`config.mk`:
```
export PLATFORM = sky130hd
export DESIGN_NAME = adcs_sequencer
export DESIGN_NICKNAME = d
export VERILOG_FILES = /design/src/adcs_pkg.sv /design/src/adcs_sequencer.sv
export VERILOG_INCLUDE_DIRS = /design/src
export SDC_FILE = /design/constraint.sdc
export NUM_CORES = 1
export LEC_CHECK = 0
export ABC_AREA = 1
export BUFFER_PORTS_ARGS = -buffer_cell sky130_fd_sc_hd__buf_2
export CAP_MARGIN = 20
export CORE_UTILIZATION = 44
export DETAILED_ROUTE_END_ITERATION = 10
export PLACE_DENSITY = 0.81
export SYNTH_ARGS = -nofsm -noshare
export SYNTH_HDL_FRONTEND = slang
export SYNTH_SLANG_ARGS = --single-unit
```
`constraint.sdc`:
```
create_clock -name ref_clk -period 3.57 [get_ports ref_clk]
set_input_delay 1.071 -clock ref_clk [delete_from_list [all_inputs] [get_ports ref_clk]]
set_output_delay 1.071 -clock ref_clk [all_outputs]
set_load 0.02 [all_outputs]
```
`src/adcs_consts.svh`:
```
// Constant definitions for the conversion sequencer.
`ifndef ADCS_CONSTS_SVH
`define ADCS_CONSTS_SVH

`define ADCS_CH_W        5
`define ADCS_CH_DISABLED 5'h1F
`define ADCS_CLK_BUS     2'h0
`define ADCS_CLK_HALF    2'h1
`define ADCS_CLK_ALT     2'h2
`define ADCS_CLK_ASYNC   2'h3
`define ADCS_DIV_1       2'h0
`define ADCS_DIV_2       2'h1
`define ADCS_DIV_4       2'h2
`define ADCS_DIV_8       2'h3
`define ADCS_MODE_8BIT   2'h0
`define ADCS_MODE_10BIT  2'h2
`define ADCS_RES_HI_RST  2'h0
`define ADCS_RES_LO_RST  8'h00
`define ADCS_MAX10       10'h3FF
`define ADCS_MAX8        8'hFF
`define ADCS_ASYNC_HALF  4

`endif

```
`src/adcs_pkg.sv`:
```
// Types shared by the conversion sequencer.
`include "adcs_consts.svh"
package adcs_pkg;

    typedef enum logic [0:0] {
        ADCS_IDLE = 1'b0,
        ADCS_CONV = 1'b1
    } adcs_state_t;

    typedef struct packed {
        logic [1:0] width_mode;
        logic       trigger_select;
        logic       continuous_enable;
        logic       compare_function_enable;
        logic       compare_greater;
        logic       complete_interrupt_enable;
        logic [1:0] input_clock_select;
        logic [1:0] clock_divide_select;
        logic       low_power_config;
    } adcs_cfg_t;

    typedef struct packed {
        logic       stc1;
        logic       stc2;
        logic       cfg;
        logic       cvh;
        logic       cvl;
    } adcs_wr_t;

endpackage : adcs_pkg

```
`src/adcs_sequencer.sv`:
```
// Conversion sequencer: start, abort, clocking, rounding and result transfer.
`include "adcs_consts.svh"
module adcs_sequencer #(
    parameter int PINS = 8
) (
    input  wire logic                      ref_clk,
    input  wire logic                      sys_rst,
    input  wire adcs_pkg::adcs_cfg_t       cfg,
    input  wire adcs_pkg::adcs_wr_t        wr,
    input  wire logic [`ADCS_CH_W-1:0]     channel_select,
    input  wire logic [9:0]                compare_value,
    input  wire logic                      rd_result_high,
    input  wire logic                      rd_result_low,
    input  wire logic                      stop_mode_entry,
    input  wire logic                      hardware_trigger_input,
    input  wire logic                      alternate_clock,
    input  wire logic                      sar_done,
    input  wire logic [10:0]               sar_value,
    input  wire logic [PINS-1:0]           pin_control_bits,
    input  wire logic [PINS-1:0]           port_oe_req,
    input  wire logic [PINS-1:0]           port_pullup_req,
    input  wire logic [PINS-1:0]           pin_in,
    output logic                           sar_start,
    output logic                           sar_abort,
    output logic                           converter_clock,
    output logic                           async_gen_enable,
    output logic                           low_power_request,
    output logic                           busy,
    output logic [1:0]                     result_high,
    output logic [7:0]                     result_low,
    output logic                           conversion_complete_flag,
    output logic                           conv_irq,
    output logic [PINS-1:0]                pin_oe,
    output logic [PINS-1:0]                pin_pullup,
    output logic [PINS-1:0]                port_read
);
    import adcs_pkg::*;
    // ------------------------------------------------------------
    // Pin synchronisers and edge detection
    // ------------------------------------------------------------
    logic trig_s1, trig_s2, trig_d;
    logic alt_s1, alt_s2, alt_d;
    logic hw_rise, alt_rise;

    always_ff @(posedge ref_clk) begin
        if (sys_rst) begin
            trig_s1 <= 1'b0;
            trig_s2 <= 1'b0;
            trig_d  <= 1'b0;
            alt_s1  <= 1'b0;
            alt_s2  <= 1'b0;
            alt_d   <= 1'b0;
        end else begin
            trig_s1 <= hardware_trigger_input;
            trig_s2 <= trig_s1;
            trig_d  <= trig_s2;
            alt_s1  <= alternate_clock;
            alt_s2  <= alt_s1;
            alt_d   <= alt_s2;
        end
    end

    assign hw_rise  = trig_s2 & ~trig_d;
    assign alt_rise = alt_s2 & ~alt_d;

    // ------------------------------------------------------------
    // Start and abort decisions
    // ------------------------------------------------------------
    adcs_state_t state;
    logic        chan_off, cfg_write, stop_abort, abort_now;
    logic        sw_start, hw_start, cmp_true, blocked, xfer, relaunch;
    logic        next_start, high_read_pending;
    logic [9:0]  raw_round, cmp_diff, xfer_val;
    logic [10:0] round_sum;

    assign chan_off   = channel_select == `ADCS_CH_DISABLED;
    assign cfg_write  = wr.stc2 | wr.cfg | wr.cvh | wr.cvl;
    assign stop_abort = stop_mode_entry &&
        cfg.input_clock_select != `ADCS_CLK_ASYNC;
    assign abort_now  = wr.stc1 | cfg_write | stop_abort | chan_off;
    assign sw_start   = wr.stc1 && !chan_off &&
        !cfg.trigger_select;
    // Trigger edges only act while idle, so a running continuous
    // sequence never sees a later edge.
    assign hw_start   = cfg.trigger_select && hw_rise && !chan_off &&
        state == ADCS_IDLE && !abort_now;

    // Rounding to the output width, saturating at full scale.
    always_comb begin
        round_sum = 11'h000;
        raw_round = 10'h000;
        if (cfg.width_mode == `ADCS_MODE_10BIT) begin
            round_sum = {1'b0, sar_value[10:1]} + {10'h000, sar_value[0]};
            raw_round = round_sum[10] ? `ADCS_MAX10 : round_sum[9:0];
        end else begin
            round_sum = {3'h0, sar_value[8:1]} + {10'h000, sar_value[0]};
            raw_round = round_sum[8] ? {2'h0, `ADCS_MAX8}
                                     : {2'h0, round_sum[7:0]};
        end
    end

    assign cmp_diff = raw_round - compare_value;
    assign cmp_true = !cfg.compare_function_enable ||
        (cfg.compare_greater ? raw_round >= compare_value
                             : raw_round <  compare_value);
    assign xfer_val = cfg.compare_function_enable ? cmp_diff : raw_round;
    assign blocked  = high_read_pending &&
        cfg.width_mode == `ADCS_MODE_10BIT;
    assign xfer     = state == ADCS_CONV && sar_done && !abort_now &&
        cmp_true && !blocked;

    // A finished conversion relaunches in continuous mode, and also when
    // its transfer was blocked, unless it was a single compare-false one.
    always_comb begin
        relaunch = 1'b0;
        if (state == ADCS_CONV && sar_done && !abort_now) begin
            if (!cmp_true)
                relaunch = cfg.continuous_enable;
            else if (blocked)
                relaunch = 1'b1;
            else
                relaunch = cfg.continuous_enable;
        end
    end

    assign next_start = sw_start | hw_start | relaunch;

    // ------------------------------------------------------------
    // Sequencing state
    // ------------------------------------------------------------
    always_ff @(posedge ref_clk) begin
        if (sys_rst) begin
            state <= ADCS_IDLE;
        end else if (next_start) begin
            state <= ADCS_CONV;
        end else if (abort_now || (state == ADCS_CONV && sar_done)) begin
            state <= ADCS_IDLE;
        end
    end

    always_ff @(posedge ref_clk) begin
        if (sys_rst) begin
            sar_start <= 1'b0;
            sar_abort <= 1'b0;
            busy      <= 1'b0;
        end else begin
            sar_start <= next_start;
            sar_abort <= abort_now && state == ADCS_CONV;
            busy      <= next_start ||
                (state == ADCS_CONV && !abort_now && !sar_done);
        end
    end

    // ------------------------------------------------------------
    // Clock select and divide
    // ------------------------------------------------------------
    logic       half_ph, src_tick, async_tick;
    logic [2:0] div_cnt, div_mask;
    logic [$clog2(`ADCS_ASYNC_HALF)-1:0] async_cnt;

    always_ff @(posedge ref_clk) begin
        if (sys_rst || !async_gen_enable) begin
            async_cnt <= '0;
        end else begin
            async_cnt <= async_cnt + 1'b1;
        end
    end
    assign async_tick = async_gen_enable && (&async_cnt);

    always_ff @(posedge ref_clk) begin
        if (sys_rst) begin
            half_ph <= 1'b0;
        end else begin
            half_ph <= ~half_ph;
        end
    end

    always_comb begin
        case (cfg.input_clock_select)
            `ADCS_CLK_BUS:  src_tick = 1'b1;
            `ADCS_CLK_HALF: src_tick = half_ph;
            `ADCS_CLK_ALT:  src_tick = alt_rise;
            default:        src_tick = async_tick;
        endcase
        case (cfg.clock_divide_select)
            `ADCS_DIV_1: div_mask = 3'h0;
            `ADCS_DIV_2: div_mask = 3'h1;
            `ADCS_DIV_4: div_mask = 3'h3;
            default:     div_mask = 3'h7;
        endcase
    end

    always_ff @(posedge ref_clk) begin
        if (sys_rst || state != ADCS_CONV) begin
            div_cnt         <= 3'h0;
            converter_clock <= 1'b0;
        end else begin
            converter_clock <= src_tick && div_cnt == div_mask;
            if (src_tick) begin
                div_cnt <= (div_cnt == div_mask) ? 3'h0 : div_cnt + 3'h1;
            end
        end
    end

    always_ff @(posedge ref_clk) begin
        if (sys_rst) begin
            async_gen_enable  <= 1'b0;
            low_power_request <= 1'b0;
        end else begin
            if (next_start && cfg.input_clock_select == `ADCS_CLK_ASYNC)
                async_gen_enable <= 1'b1;
            else if (!next_start && state != ADCS_CONV)
                async_gen_enable <= 1'b0;
            low_power_request <= cfg.low_power_config;
        end
    end

    // ------------------------------------------------------------
    // Result transfer, flag and read blocking
    // ------------------------------------------------------------
    always_ff @(posedge ref_clk) begin
        if (sys_rst) begin
            result_high <= `ADCS_RES_HI_RST;
            result_low  <= `ADCS_RES_LO_RST;
        end else if (xfer) begin
            result_low <= xfer_val[7:0];
            if (cfg.width_mode == `ADCS_MODE_10BIT)
                result_high <= xfer_val[9:8];
        end
    end

    always_ff @(posedge ref_clk) begin
        if (sys_rst) begin
            conversion_complete_flag <= 1'b0;
            conv_irq                 <= 1'b0;
            high_read_pending        <= 1'b0;
        end else begin
            // A transfer in the same cycle as a clear keeps the flag set.
            if (xfer)
                conversion_complete_flag <= 1'b1;
            else if (wr.stc1 || rd_result_low)
                conversion_complete_flag <= 1'b0;
            conv_irq <= cfg.complete_interrupt_enable &&
                (xfer || (conversion_complete_flag &&
                 !(wr.stc1 || rd_result_low)));
            if (rd_result_low)
                high_read_pending <= 1'b0;
            else if (rd_result_high)
                high_read_pending <= 1'b1;
        end
    end

    // ------------------------------------------------------------
    // Pin digital interface control
    // ------------------------------------------------------------
    logic [PINS-1:0] pin_s1, pin_s2;

    for (genvar i = 0; i < PINS; i++) begin : g_pin
        always_ff @(posedge ref_clk) begin
            if (sys_rst) begin
                pin_s1[i]     <= 1'b0;
                pin_s2[i]     <= 1'b0;
                pin_oe[i]     <= 1'b0;
                pin_pullup[i] <= 1'b0;
                port_read[i]  <= 1'b0;
            end else begin
                pin_s1[i]     <= pin_in[i];
                pin_s2[i]     <= pin_s1[i];
                pin_oe[i]     <= port_oe_req[i] & ~pin_control_bits[i];
                pin_pullup[i] <= port_pullup_req[i] & ~pin_control_bits[i];
                port_read[i]  <= pin_s2[i] & ~pin_control_bits[i];
            end
        end
    end
endmodule : adcs_sequencer

```
==> results of run 1 <==
==> registers in the layout, summed over array words and instances, names as in the netlist, 3 cells and up <==
name,cells
port_read,8
pin_pullup,8
result_low,8
pin_s2,8
pin_oe,8
div_cnt,3
pin_s1,8
==> logic make-up after synthesis <==
logic type	synth area share [%]
flops	43.2
fa+ha+maj	5.85
xor+xnor	3.15
compound gates	6.67
buf+inv	9.64
simple gates	31.5
==> worst max-delay path by stage <==
stage               cells after the start             end
detailed placement                     19   result_low[4]
floorplan                              18  result_high[1]
CTS                                    20   result_low[6]
finish                                 21            busy
global route                           20  result_high[1]
global placement                       19  result_high[1]
==> through the flow <==
step	hold slack [ns]	setup TNS, ns	power (mW)	setup WS, ns
floorplan	0.388	0	1.02	0.171
global placement	0.389	-0.266	1.13	-0.0554
detailed placement	0.395	-1.94	1.14	-0.153
CTS	0.404	0	1.73	0.209
global route	0.418	-0.0153	1.81	-0.0153
finish	0.402	0	1.71	0.212
==> cells in the final DEF, fill, tap and decap left out, types with 9 or more instances in the layout <==
cell,instances
sky130_fd_sc_hd__a21oi_1,10
sky130_fd_sc_hd__nor2_1,80
sky130_fd_sc_hd__buf_2,124
sky130_fd_sc_hd__nand3_1,21
sky130_fd_sc_hd__buf_4,17
sky130_fd_sc_hd__ha_1,13
sky130_fd_sc_hd__dfxtp_1,72
sky130_fd_sc_hd__nand2_1,103
sky130_fd_sc_hd__clkbuf_8,9
sky130_fd_sc_hd__o21ai_0,10
sky130_fd_sc_hd__inv_1,71
==> repair_timing <==
| action | CTS | global route |
|---|---|---|
| gates resized for setup | 0 | 6 |
| endpoints found under the hold margin | 0 | 0 |
| endpoints found under the setup margin | 0 | 13 |
| hold buffers | 0 | 0 |
==> power by group <==
group	total [mW]	internal [mW]	switching, mW
Sequential	0.834	0.827	0.00702
Combinational	0.292	0.123	0.169
Clock	0.588	0.265	0.323
==> tightest hold or removal path, stage by stage, from the launching register on <==
cell	delay (ns)
sky130_fd_sc_hd__dfxtp_1	0.30
sky130_fd_sc_hd__inv_1	0.04
sky130_fd_sc_hd__nor2_1	0.03
==> per-layer routing <==
| metal | share of wire, % | GRT usage (%) | up-vias |
|---|---|---|---|
| met1 | 43 | 25.5 | 1461 |
| met2 | 50 | 35.6 | 91 |
| met5 | 0 | 0 | - |
| li1 | - | - | 1710 |
| met4 | 1.0 | 6.06 | 0 |
| met3 | 5.5 | 5.82 | 8 |
==> layout make-up <==
| type | instances | area [um2] |
|---|---|---|
| tap | 99 | 124 |
| multi-input combinational | 305 | 1600 |
| timing repair buffer | 141 | 748 |
| clock buffer | 9 | 124 |
| inverter | 73 | 279 |
| sequential | 72 | 1440 |
| fill | 693 | 2910 |
| clock inverter | 7 | 61.3 |
==> run metrics, run 1 <==
outcome complete, no violations; cell-by-cell trace of the critical path buf_2, ha_1, ha_1, nand3_1, inv_1, nand2_1, nand4_1, and3_1, ha_1, nand2_2, inv_1, a21oi_1, nand3_1, nand2_1, nand3_2, nand2_1, nand2_1, nand2_1, nand2_1, nand2_1, nand2_1; cell count after placement between 600 and 700; post-CTS setup buffer count 0; insertion delay to the later sink of the worst-skew pair roughly 0.34 ns; maximum clock insertion buffer count 2; count of nets after finishing 700; yosys warns 0; Die Span X ~90 um; initial antenna violation count 0; classification of the worst-slack hold path reg2reg; post-synthesis instance total 459; Rel. slew slack about two thirds; dpl hpwl 6600 um; via count of the first global-routing pass about 2,900; end of the worst hold path pin_s2[1]; DIE AREA roughly 7900 um2; Worst R2R Setup Slack ~2.3 ns; Worst Hold Path Cells 2; Iteration-0 DRC Markers 102; fraction of final layout cells sized beyond drive strength 1 between 30% and 40%; ranking of synthesized cells by instance count 104 x sky130_fd_sc_hd__nand2_1, 83 x sky130_fd_sc_hd__nor2_1, 72 x sky130_fd_sc_hd__dfxtp_1; effective utilization at floorplan a little under half; fraction of the core area covered by cells at the end of the flow between 60% and 70%; count of standard-cell rows 31; top flip-flop cell by instance count after synthesis sky130_fd_sc_hd__dfxtp_1; Worst-path clk slew 0.09 ns; critical path required time roughly 3.8 ns; share of async-settable or async-resettable flops after synthesis 0%; setup repair after global routing missed its margin yes; Setup Skew 0.00782 ns; I/O pin count ~130; die outline height 89.1 um; post-detailed-route via-to-cell ratio roughly 4.6; Total Wirelength 8080 um; layout overhead on the synthesized area 31.2%; global-route wire length before repair around 12,000 um; Netlist Area Pre-Place ~3300 um2; end of the worst register-to-register path result_low[2]; final critical delay including setup and external delays 3.36 ns; type of element capturing the critical path register; sequential share of the synthesized area a little over two fifths; post-layout instance area between 4000 and 5000 um2; Yosys reg bits 72; CTS tree built; mean instance size in the synthesized netlist between 7 and 8 um2; depth of the most critical reg-to-reg path 5; Fmax slightly below 300 MHz; Layout Cells excl Fill roughly 700; Pwr per Cell Area slightly below 400 nW/um2; critical path class in2reg; Tightest Pin Transition roughly 0.49 ns; Critical Path AT around 3.6 ns; Placer Congestion between 0.9 and 1; post-route DRC violation count 0; worst-path maximum fanout 4; Max Transition Viols Final 0; placed cell area approximately 4200 um2; buffers and inverters on the worst path 3; net count of the mapped netlist between 500 and 600; Leakage Power around 2.4 nW; area share of the largest cell type after synthesis between 40 and 50%; largest area contributor in the synthesized netlist sky130_fd_sc_hd__dfxtp_1; number of hold violations in the final report 0; clock root buffer sky130_fd_sc_hd__clkbuf_8; number of input and output port buffers inserted about 120; origin of the worst setup path sar_value[0]; H-tree levels 3; Diodes inserted 0; wire length per cell between 10 and 15 um; EDFF count, synth 0; # clock sinks between 70 and 80; number of buffers inserted during clock tree synthesis 9; count of final setup violators 0; number of max-capacitance violations reported 0; CP top delay family simple AND/OR/NAND/NOR gates; final antenna-violating net count 0; number of optimization iterations in the first detailed-route pass 5; total congestion overflow 0; R2R Path Start state; leading cell type by number of instances after synthesis sky130_fd_sc_hd__nand2_1; worst vdd ir around 0.00026 V; highest cell delay on the worst timing path 0.33 ns; placeable core region around 7300 um2; maximum number of pins on one net before global-route repair 33; most common cell type on the critical path sky130_fd_sc_hd__nand2_1; Worst Hold Launch pin_s1[1]; number of different library cells in the post-synthesis netlist 37; global-route usage over all layers 20.8%; CP Launch Type primary input; overall via count from detail_route 3,270; share of the cycle needed by the critical path after routing a little over nine tenths; library cell contributing the largest single delay on the critical path sky130_fd_sc_hd__ha_1; synth top area cells sky130_fd_sc_hd__dfxtp_1 43%, sky130_fd_sc_hd__nand2_1 12%, sky130_fd_sc_hd__nor2_1 9.3%, sky130_fd_sc_hd__inv_1 8.0%, sky130_fd_sc_hd__ha_1 5.2%
No activity file was read; power rests on OpenSTA's default activity.
==> run 2, diff against run 1 <==
--- a/config.mk
+++ b/config.mk
@@ -9,8 +9,10 @@
 export ABC_AREA = 1
 export BUFFER_PORTS_ARGS = -buffer_cell sky130_fd_sc_hd__buf_2
 export CAP_MARGIN = 20
+export CORE_ASPECT_RATIO = 0.5
 export CORE_UTILIZATION = 44
 export DETAILED_ROUTE_END_ITERATION = 10
+export HOLD_SLACK_MARGIN = 0.08
 export PLACE_DENSITY = 0.81
 export SYNTH_ARGS = -nofsm -noshare
 export SYNTH_HDL_FRONTEND = slang
==> constraint.sdc (replaced) <==
create_clock -name ref_clk -period 3.57 [get_ports ref_clk]
set_input_delay 1.071 -clock ref_clk [delete_from_list [all_inputs] [get_ports ref_clk]]
set_output_delay 1.071 -clock ref_clk [all_outputs]
set_load 0.01 [all_outputs]
==> run 2 against run 1 <==
The flow now finishes with violations (design-rule violations). Critical path depth fell by 5. Hold slack improved by 0.0029 ns. Combinational power fell by 3%. Cell area rose by 2.8%. Clock-buffer cell count rose by 1. Register-to-register slack improved by 0.02 ns. Critical endpoint is now result_low[5]. Largest cell class unchanged.
==> run metrics, run 2 (synthesis gave the netlist of run 1 again) <==
number of optimization iterations in the first detailed-route pass 8; Fmax 306 MHz; worst vdd ir about 0.00026 V; Iteration-0 DRC Markers roughly 150; placed cell area 4170 um2; end of the worst register-to-register path div_cnt[2]; maximum number of pins on one net before global-route repair 33; I/O pin count about 130; Worst R2R Setup Slack roughly 2.3 ns; number of hold violations in the final report 0; final critical delay including setup and external delays 3.27 ns; last element of the critical path result_low[5]; critical path class in2reg; share of the cycle needed by the critical path after routing 91.6%; Worst-path clk slew 0.06 ns; insertion delay to the later sink of the worst-skew pair between 0.3 and 0.4 ns; Post-Place Worst Slack -0.129 ns; overall via count from detail_route around 3,200; Diodes inserted 0; CTS tree built; failing checks design-rule violations; worst-path maximum fanout 4; Max Transition Viols Final 0; Rel. slew slack about three quarters; Total Wirelength a little under 8000 um; post-layout instance area around 4500 um2; Pwr per Cell Area ~440 nW/um2; H-tree levels 3; R2R Path Start async_cnt[0]; count of nets after finishing about 700; number of fill cells in the layout around 660; # clock sinks 72; layout overhead on the synthesized area 34.9%; Placer Congestion 0.856; Tightest Pin Transition between 0.3 and 0.4 ns; die outline height ~64 um; global-route wire length before repair about 13,000 um; origin of the worst setup path sar_value[0]; most common cell after layout, fill and taps aside sky130_fd_sc_hd__buf_2; type of element capturing the critical path register; initial antenna violation count 0; fraction of final layout cells sized beyond drive strength 1 a little under a third; Worst Hold Margin between 0.4 and 0.5 ns; final antenna-violating net count 0; dpl hpwl between 5000 and 6000 um; depth of the most critical reg-to-reg path 7; placeable core region between 7000 and 8000 um2; count of final setup violators 0; count of standard-cell rows 22; classification of the worst-slack hold path reg2reg; min setup slack post-route ~0.30 ns; CP Launch Type primary input; clock root buffer sky130_fd_sc_hd__clkbuf_16; post-detailed-route via-to-cell ratio about 4.6; number of buffers inserted during clock tree synthesis 9; outcome finished with violations; wire length per cell 10.9 um; number of input and output port buffers inserted ~120; top library cells by usage in the layout, fill and taps aside 124 x sky130_fd_sc_hd__buf_2, 103 x sky130_fd_sc_hd__nand2_1, 82 x sky130_fd_sc_hd__nor2_1, 72 x sky130_fd_sc_hd__dfxtp_1, 70 x sky130_fd_sc_hd__inv_1; Setup Skew ~0.0045 ns; Leakage Power 2.44 nW; via count of the first global-routing pass around 3,000; DIE AREA ~8000 um2; setup repair after global routing missed its margin no; effective utilization at floorplan 45.6%; maximum clock insertion buffer count 2; total congestion overflow 0; Die Span X approximately 130 um; number of max-capacitance violations reported 0; global-route usage over all layers a little under 20%; critical path required time approximately 3.8 ns; post-route DRC violation count 12; Critical Path AT between 3 and 4 ns
[run 2: cell count changes in the layout (fill, tap and decap cells not counted), sizes merged]
cell / previous run / this run
clkbuf: 9 / 10
bufinv: 0 / 1
clkinv: 1 / 3
buf: 141 / 142
inv: 77 / 74
clkinvlp: 2 / 1
[run 2: repair_timing]
| item | in CTS | in global routing |
|---|---|---|
| endpoints found under the setup margin | 0 | 15 |
| gates resized for setup | 0 | 6 |
| setup buffers | 0 | 0 |
| hold buffers | 0 | 0 |
[run 2: area by class of cell]
class	count	area, um2	share of cell area (%)
well taps	96	120	2.67
clock buffers	10	229	5.09
repair buffers	142	756	16.8
flip-flops and latches	72	1440	32.0
multi-input cells	305	1610	35.7
inverters	73	279	6.20
clock inverters	6	68.8	1.53
[run 2: metal layers]
metal	track usage (%)	up-vias	part of all wire, %
li1	-	1700	-
met1	21.2	1426	42
met2	38.1	91	51
met3	4.08	13	5.0
met4	9.15	0	1.7
met5	0	-	0
[run 2: through the flow]
stage | utilization, % | total power, mW | TNS, ns | std cells
after floorplan | - | 1.02 | 0 | 459
after global placement | 57.0 | 1.12 | -0.170 | 688
after detailed placement | 57.0 | 1.13 | -1.33 | 688
after CTS | 61.0 | 2.00 | 0 | 704
after global routing | 61.5 | 2.08 | 0 | 704
final | 61.5 | 1.99 | 0 | 704
[run 2: worst min path at each step]
stage,startpoint,end,slack (ns),cells after the start
after CTS,pin_s1[3],pin_s2[3],0.41,2
after floorplan,alt_s1,alt_s2,0.39,2
after detailed placement,pin_s1[4],pin_s2[4],0.40,2
after global routing,pin_s1[5],pin_s2[5],0.42,2
after global placement,pin_s1[2],pin_s2[2],0.39,2
final,pin_s1[2],pin_s2[2],0.41,2
[run 2: worst max-delay path, stage by stage]
cell	delay, ns
sky130_fd_sc_hd__buf_2	0.10
sky130_fd_sc_hd__ha_1	0.20
sky130_fd_sc_hd__ha_1	0.19
sky130_fd_sc_hd__nand3_1	0.13
sky130_fd_sc_hd__inv_2	0.07
sky130_fd_sc_hd__nand3_2	0.10
sky130_fd_sc_hd__buf_4	0.12
sky130_fd_sc_hd__nand2_1	0.07
sky130_fd_sc_hd__ha_1	0.35
sky130_fd_sc_hd__a21oi_1	0.22
sky130_fd_sc_hd__o21ai_1	0.16
sky130_fd_sc_hd__a21oi_1	0.20
sky130_fd_sc_hd__xor2_1	0.08
sky130_fd_sc_hd__o21ai_0	0.25
sky130_fd_sc_hd__nand2_1	0.10
sky130_fd_sc_hd__a21oi_1	0.12
[run 2: where the power goes]
group	internal (mW)	switching [mW]	leakage (nW)	total, mW
Clock	0.544	0.328	0.143	0.872
Sequential	0.828	0.00670	0.589	0.835
Combinational	0.124	0.158	1.70	0.282
==> run 3, diff against run 2 <==
--- a/config.mk
+++ b/config.mk
@@ -13,7 +13,7 @@
 export CORE_UTILIZATION = 44
 export DETAILED_ROUTE_END_ITERATION = 10
 export HOLD_SLACK_MARGIN = 0.08
-export PLACE_DENSITY = 0.81
+export PLACE_DENSITY = 0.76
 export SYNTH_ARGS = -nofsm -noshare
 export SYNTH_HDL_FRONTEND = slang
 export SYNTH_SLANG_ARGS = --single-unit
==> run 3 against run 2 <==
The flow still finishes with violations (design-rule violations). Clock power rose by 8.3%. Combinational power shrank 2%. Clock-buffer cell count did not move. Critical path type unchanged.
==> run metrics, run 3 (synthesis gave the netlist of run 1 again) <==
I/O pin count 125; R2R Path Start async_cnt[0]; final antenna-violating net count 0; Max Transition Viols Final 0; post-layout instance area about 4500 um2; Tightest Pin Transition about 0.36 ns; via count of the first global-routing pass 3,041; Die Span X ~130 um; share of the cycle needed by the critical path after routing 92.8%; layout overhead on the synthesized area 34.8%; global-route wire length before repair 12,700 um; worst vdd ir between 0.0002 and 0.0003 V; Iteration-0 DRC Markers roughly 120; critical path required time 3.79 ns; count of standard-cell rows 22; post-route DRC violation count 12; global-route usage over all layers 19.9%; maximum clock insertion buffer count 2; clock root buffer sky130_fd_sc_hd__clkbuf_16; H-tree levels 3; CTS tree built; setup repair after global routing missed its margin no; number of input and output port buffers inserted ~120; Fmax roughly 300 MHz; outcome finished with violations; Leakage Power ~2.4 nW; Pwr per Cell Area around 460 nW/um2; Placer Congestion around 0.85; Switching Share around a quarter; Total Wirelength between 7000 and 8000 um; worst-path maximum fanout 8; count of final setup violators 0; dpl hpwl around 5700 um; count of nets after finishing 700; Worst Hold Launch pin_s1[1]; total congestion overflow 0; proportion of power drawn by flip-flops and latches between 40% and 50%; DIE AREA 7960 um2; die outline height about 64 um; Clk pwr share 45.9%; number of optimization iterations in the first detailed-route pass 7; Rel. slew slack 75.9%; Diodes inserted 0; number of max-capacitance violations reported 0; Worst Hold Margin 0.400 ns; maximum number of pins on one net before global-route repair 33; wire length per cell between 10 and 15 um; type of element capturing the critical path register; number of hold violations in the final report 0; classification of the worst-slack hold path reg2reg; end of the worst hold path pin_s2[1]; highest cell delay on the worst timing path approximately 0.31 ns; cell-by-cell trace of the critical path buf_2, ha_1, ha_1, nand3_1, inv_2, nand2_1, nand4_1, and3_1, ha_1, nand2_1, inv_1, a21oi_1, nand3_1, nand2_1, nand3_2, nand2_4, inv_6, o21ai_1, nor2_1; share of total power in combinational logic between 10% and 20%; number of buffers inserted during clock tree synthesis 9; Critical Path AT 3.53 ns; failing checks design-rule violations; # clock sinks slightly above 70; cell internal power dissipation 1.57 mW; origin of the worst setup path sar_value[0]; post-detailed-route via-to-cell ratio ~4.5; CP Launch Type primary input; end of the worst register-to-register path div_cnt[2]; most common cell after layout, fill and taps aside sky130_fd_sc_hd__buf_2; critical path class in2reg; placed cell area ~4200 um2; Setup Skew ~0.0031 ns; library cell contributing the largest single delay on the critical path sky130_fd_sc_hd__ha_1; placeable core region ~7300 um2; insertion delay to the later sink of the worst-skew pair 0.33 ns; effective utilization at floorplan 45.6%; Worst-path clk slew ~0.060 ns; overall via count from detail_route 3,150; initial antenna violation count 0; Worst R2R Setup Slack 2.30 ns; final critical delay including setup and external delays ~3.3 ns; depth of the most critical reg-to-reg path 7; net switching component of the power roughly 0.5 mW; CTS Hold Bufs 0; Worst Hold Path Cells 2; top library cells by usage in the layout, fill and taps aside 124 x sky130_fd_sc_hd__buf_2, 104 x sky130_fd_sc_hd__nand2_1, 81 x sky130_fd_sc_hd__nor2_1, 72 x sky130_fd_sc_hd__dfxtp_1, 70 x sky130_fd_sc_hd__inv_1; fraction of final layout cells sized beyond drive strength 1 a little under a third
run 3: layout make-up:
| class | count | area (um2) |
|---|---|---|
| inverters | 73 | 279 |
| repair buffers | 141 | 748 |
| flip-flops and latches | 72 | 1440 |
| clock buffers | 10 | 229 |
| well taps | 96 | 120 |
| fillers | 694 | 2820 |
| clock inverters | 6 | 92.6 |
| multi-input cells | 305 | 1590 |
run 3: per-layer routing:
metal	vias up	part of all wire, %	global-route usage [%]
li1	1702	-	-
met1	1363	44	21.9
met2	69	50	37.5
met3	16	4.1	4.08
met4	0	2.2	9.15
met5	-	0	0
run 3: metrics by stage:
step	utilization [%]	power [mW]	instances	setup WS [ns]	setup TNS [ns]
floorplan	-	1.02	459	0.171	0
global placement	56.9	1.12	687	-0.00876	-0.00876
detailed placement	56.9	1.13	687	-0.102	-0.878
CTS	61.2	2.07	703	0.239	0
global route	61.4	2.15	703	0.0167	0
finish	61.4	2.06	703	0.258	0
run 3: how the worst max path moves through the flow:
| stage | endpoint | slack (ns) |
|---|---|---|
| 6_report | result_low[4] | 0.26 |
| 3_5_place_dp | result_low[4] | -0.10 |
| 3_3_place_gp | result_low[4] | -0.009 |
| 5_1_grt | busy | 0.02 |
| 2_1_floorplan | result_high[1] | 0.17 |
| 4_1_cts | result_low[4] | 0.24 |
run 3: critical path: cells and delay by family:
kind | cells | cell delay, ns
compound gates | 2 | 0.33
fa+ha+maj | 3 | 0.70
buf+inv | 4 | 0.30
simple gates | 10 | 1.15
run 3: power by group through the flow:
stage / clock (mW) / sequential, mW / combinational, mW
finish: 0.944 / 0.834 / 0.277
global route: 0.997 / 0.837 / 0.317
CTS: 0.964 / 0.835 / 0.276
detailed placement: 0 / 0.852 / 0.274
global placement: 0 / 0.851 / 0.271
floorplan: 0 / 0.858 / 0.158
run 3: what timing repair did:
item	4_1_cts	5_1_grt
buffers inserted	0	0
gates resized for setup	0	5
setup endpoints to repair	0	15
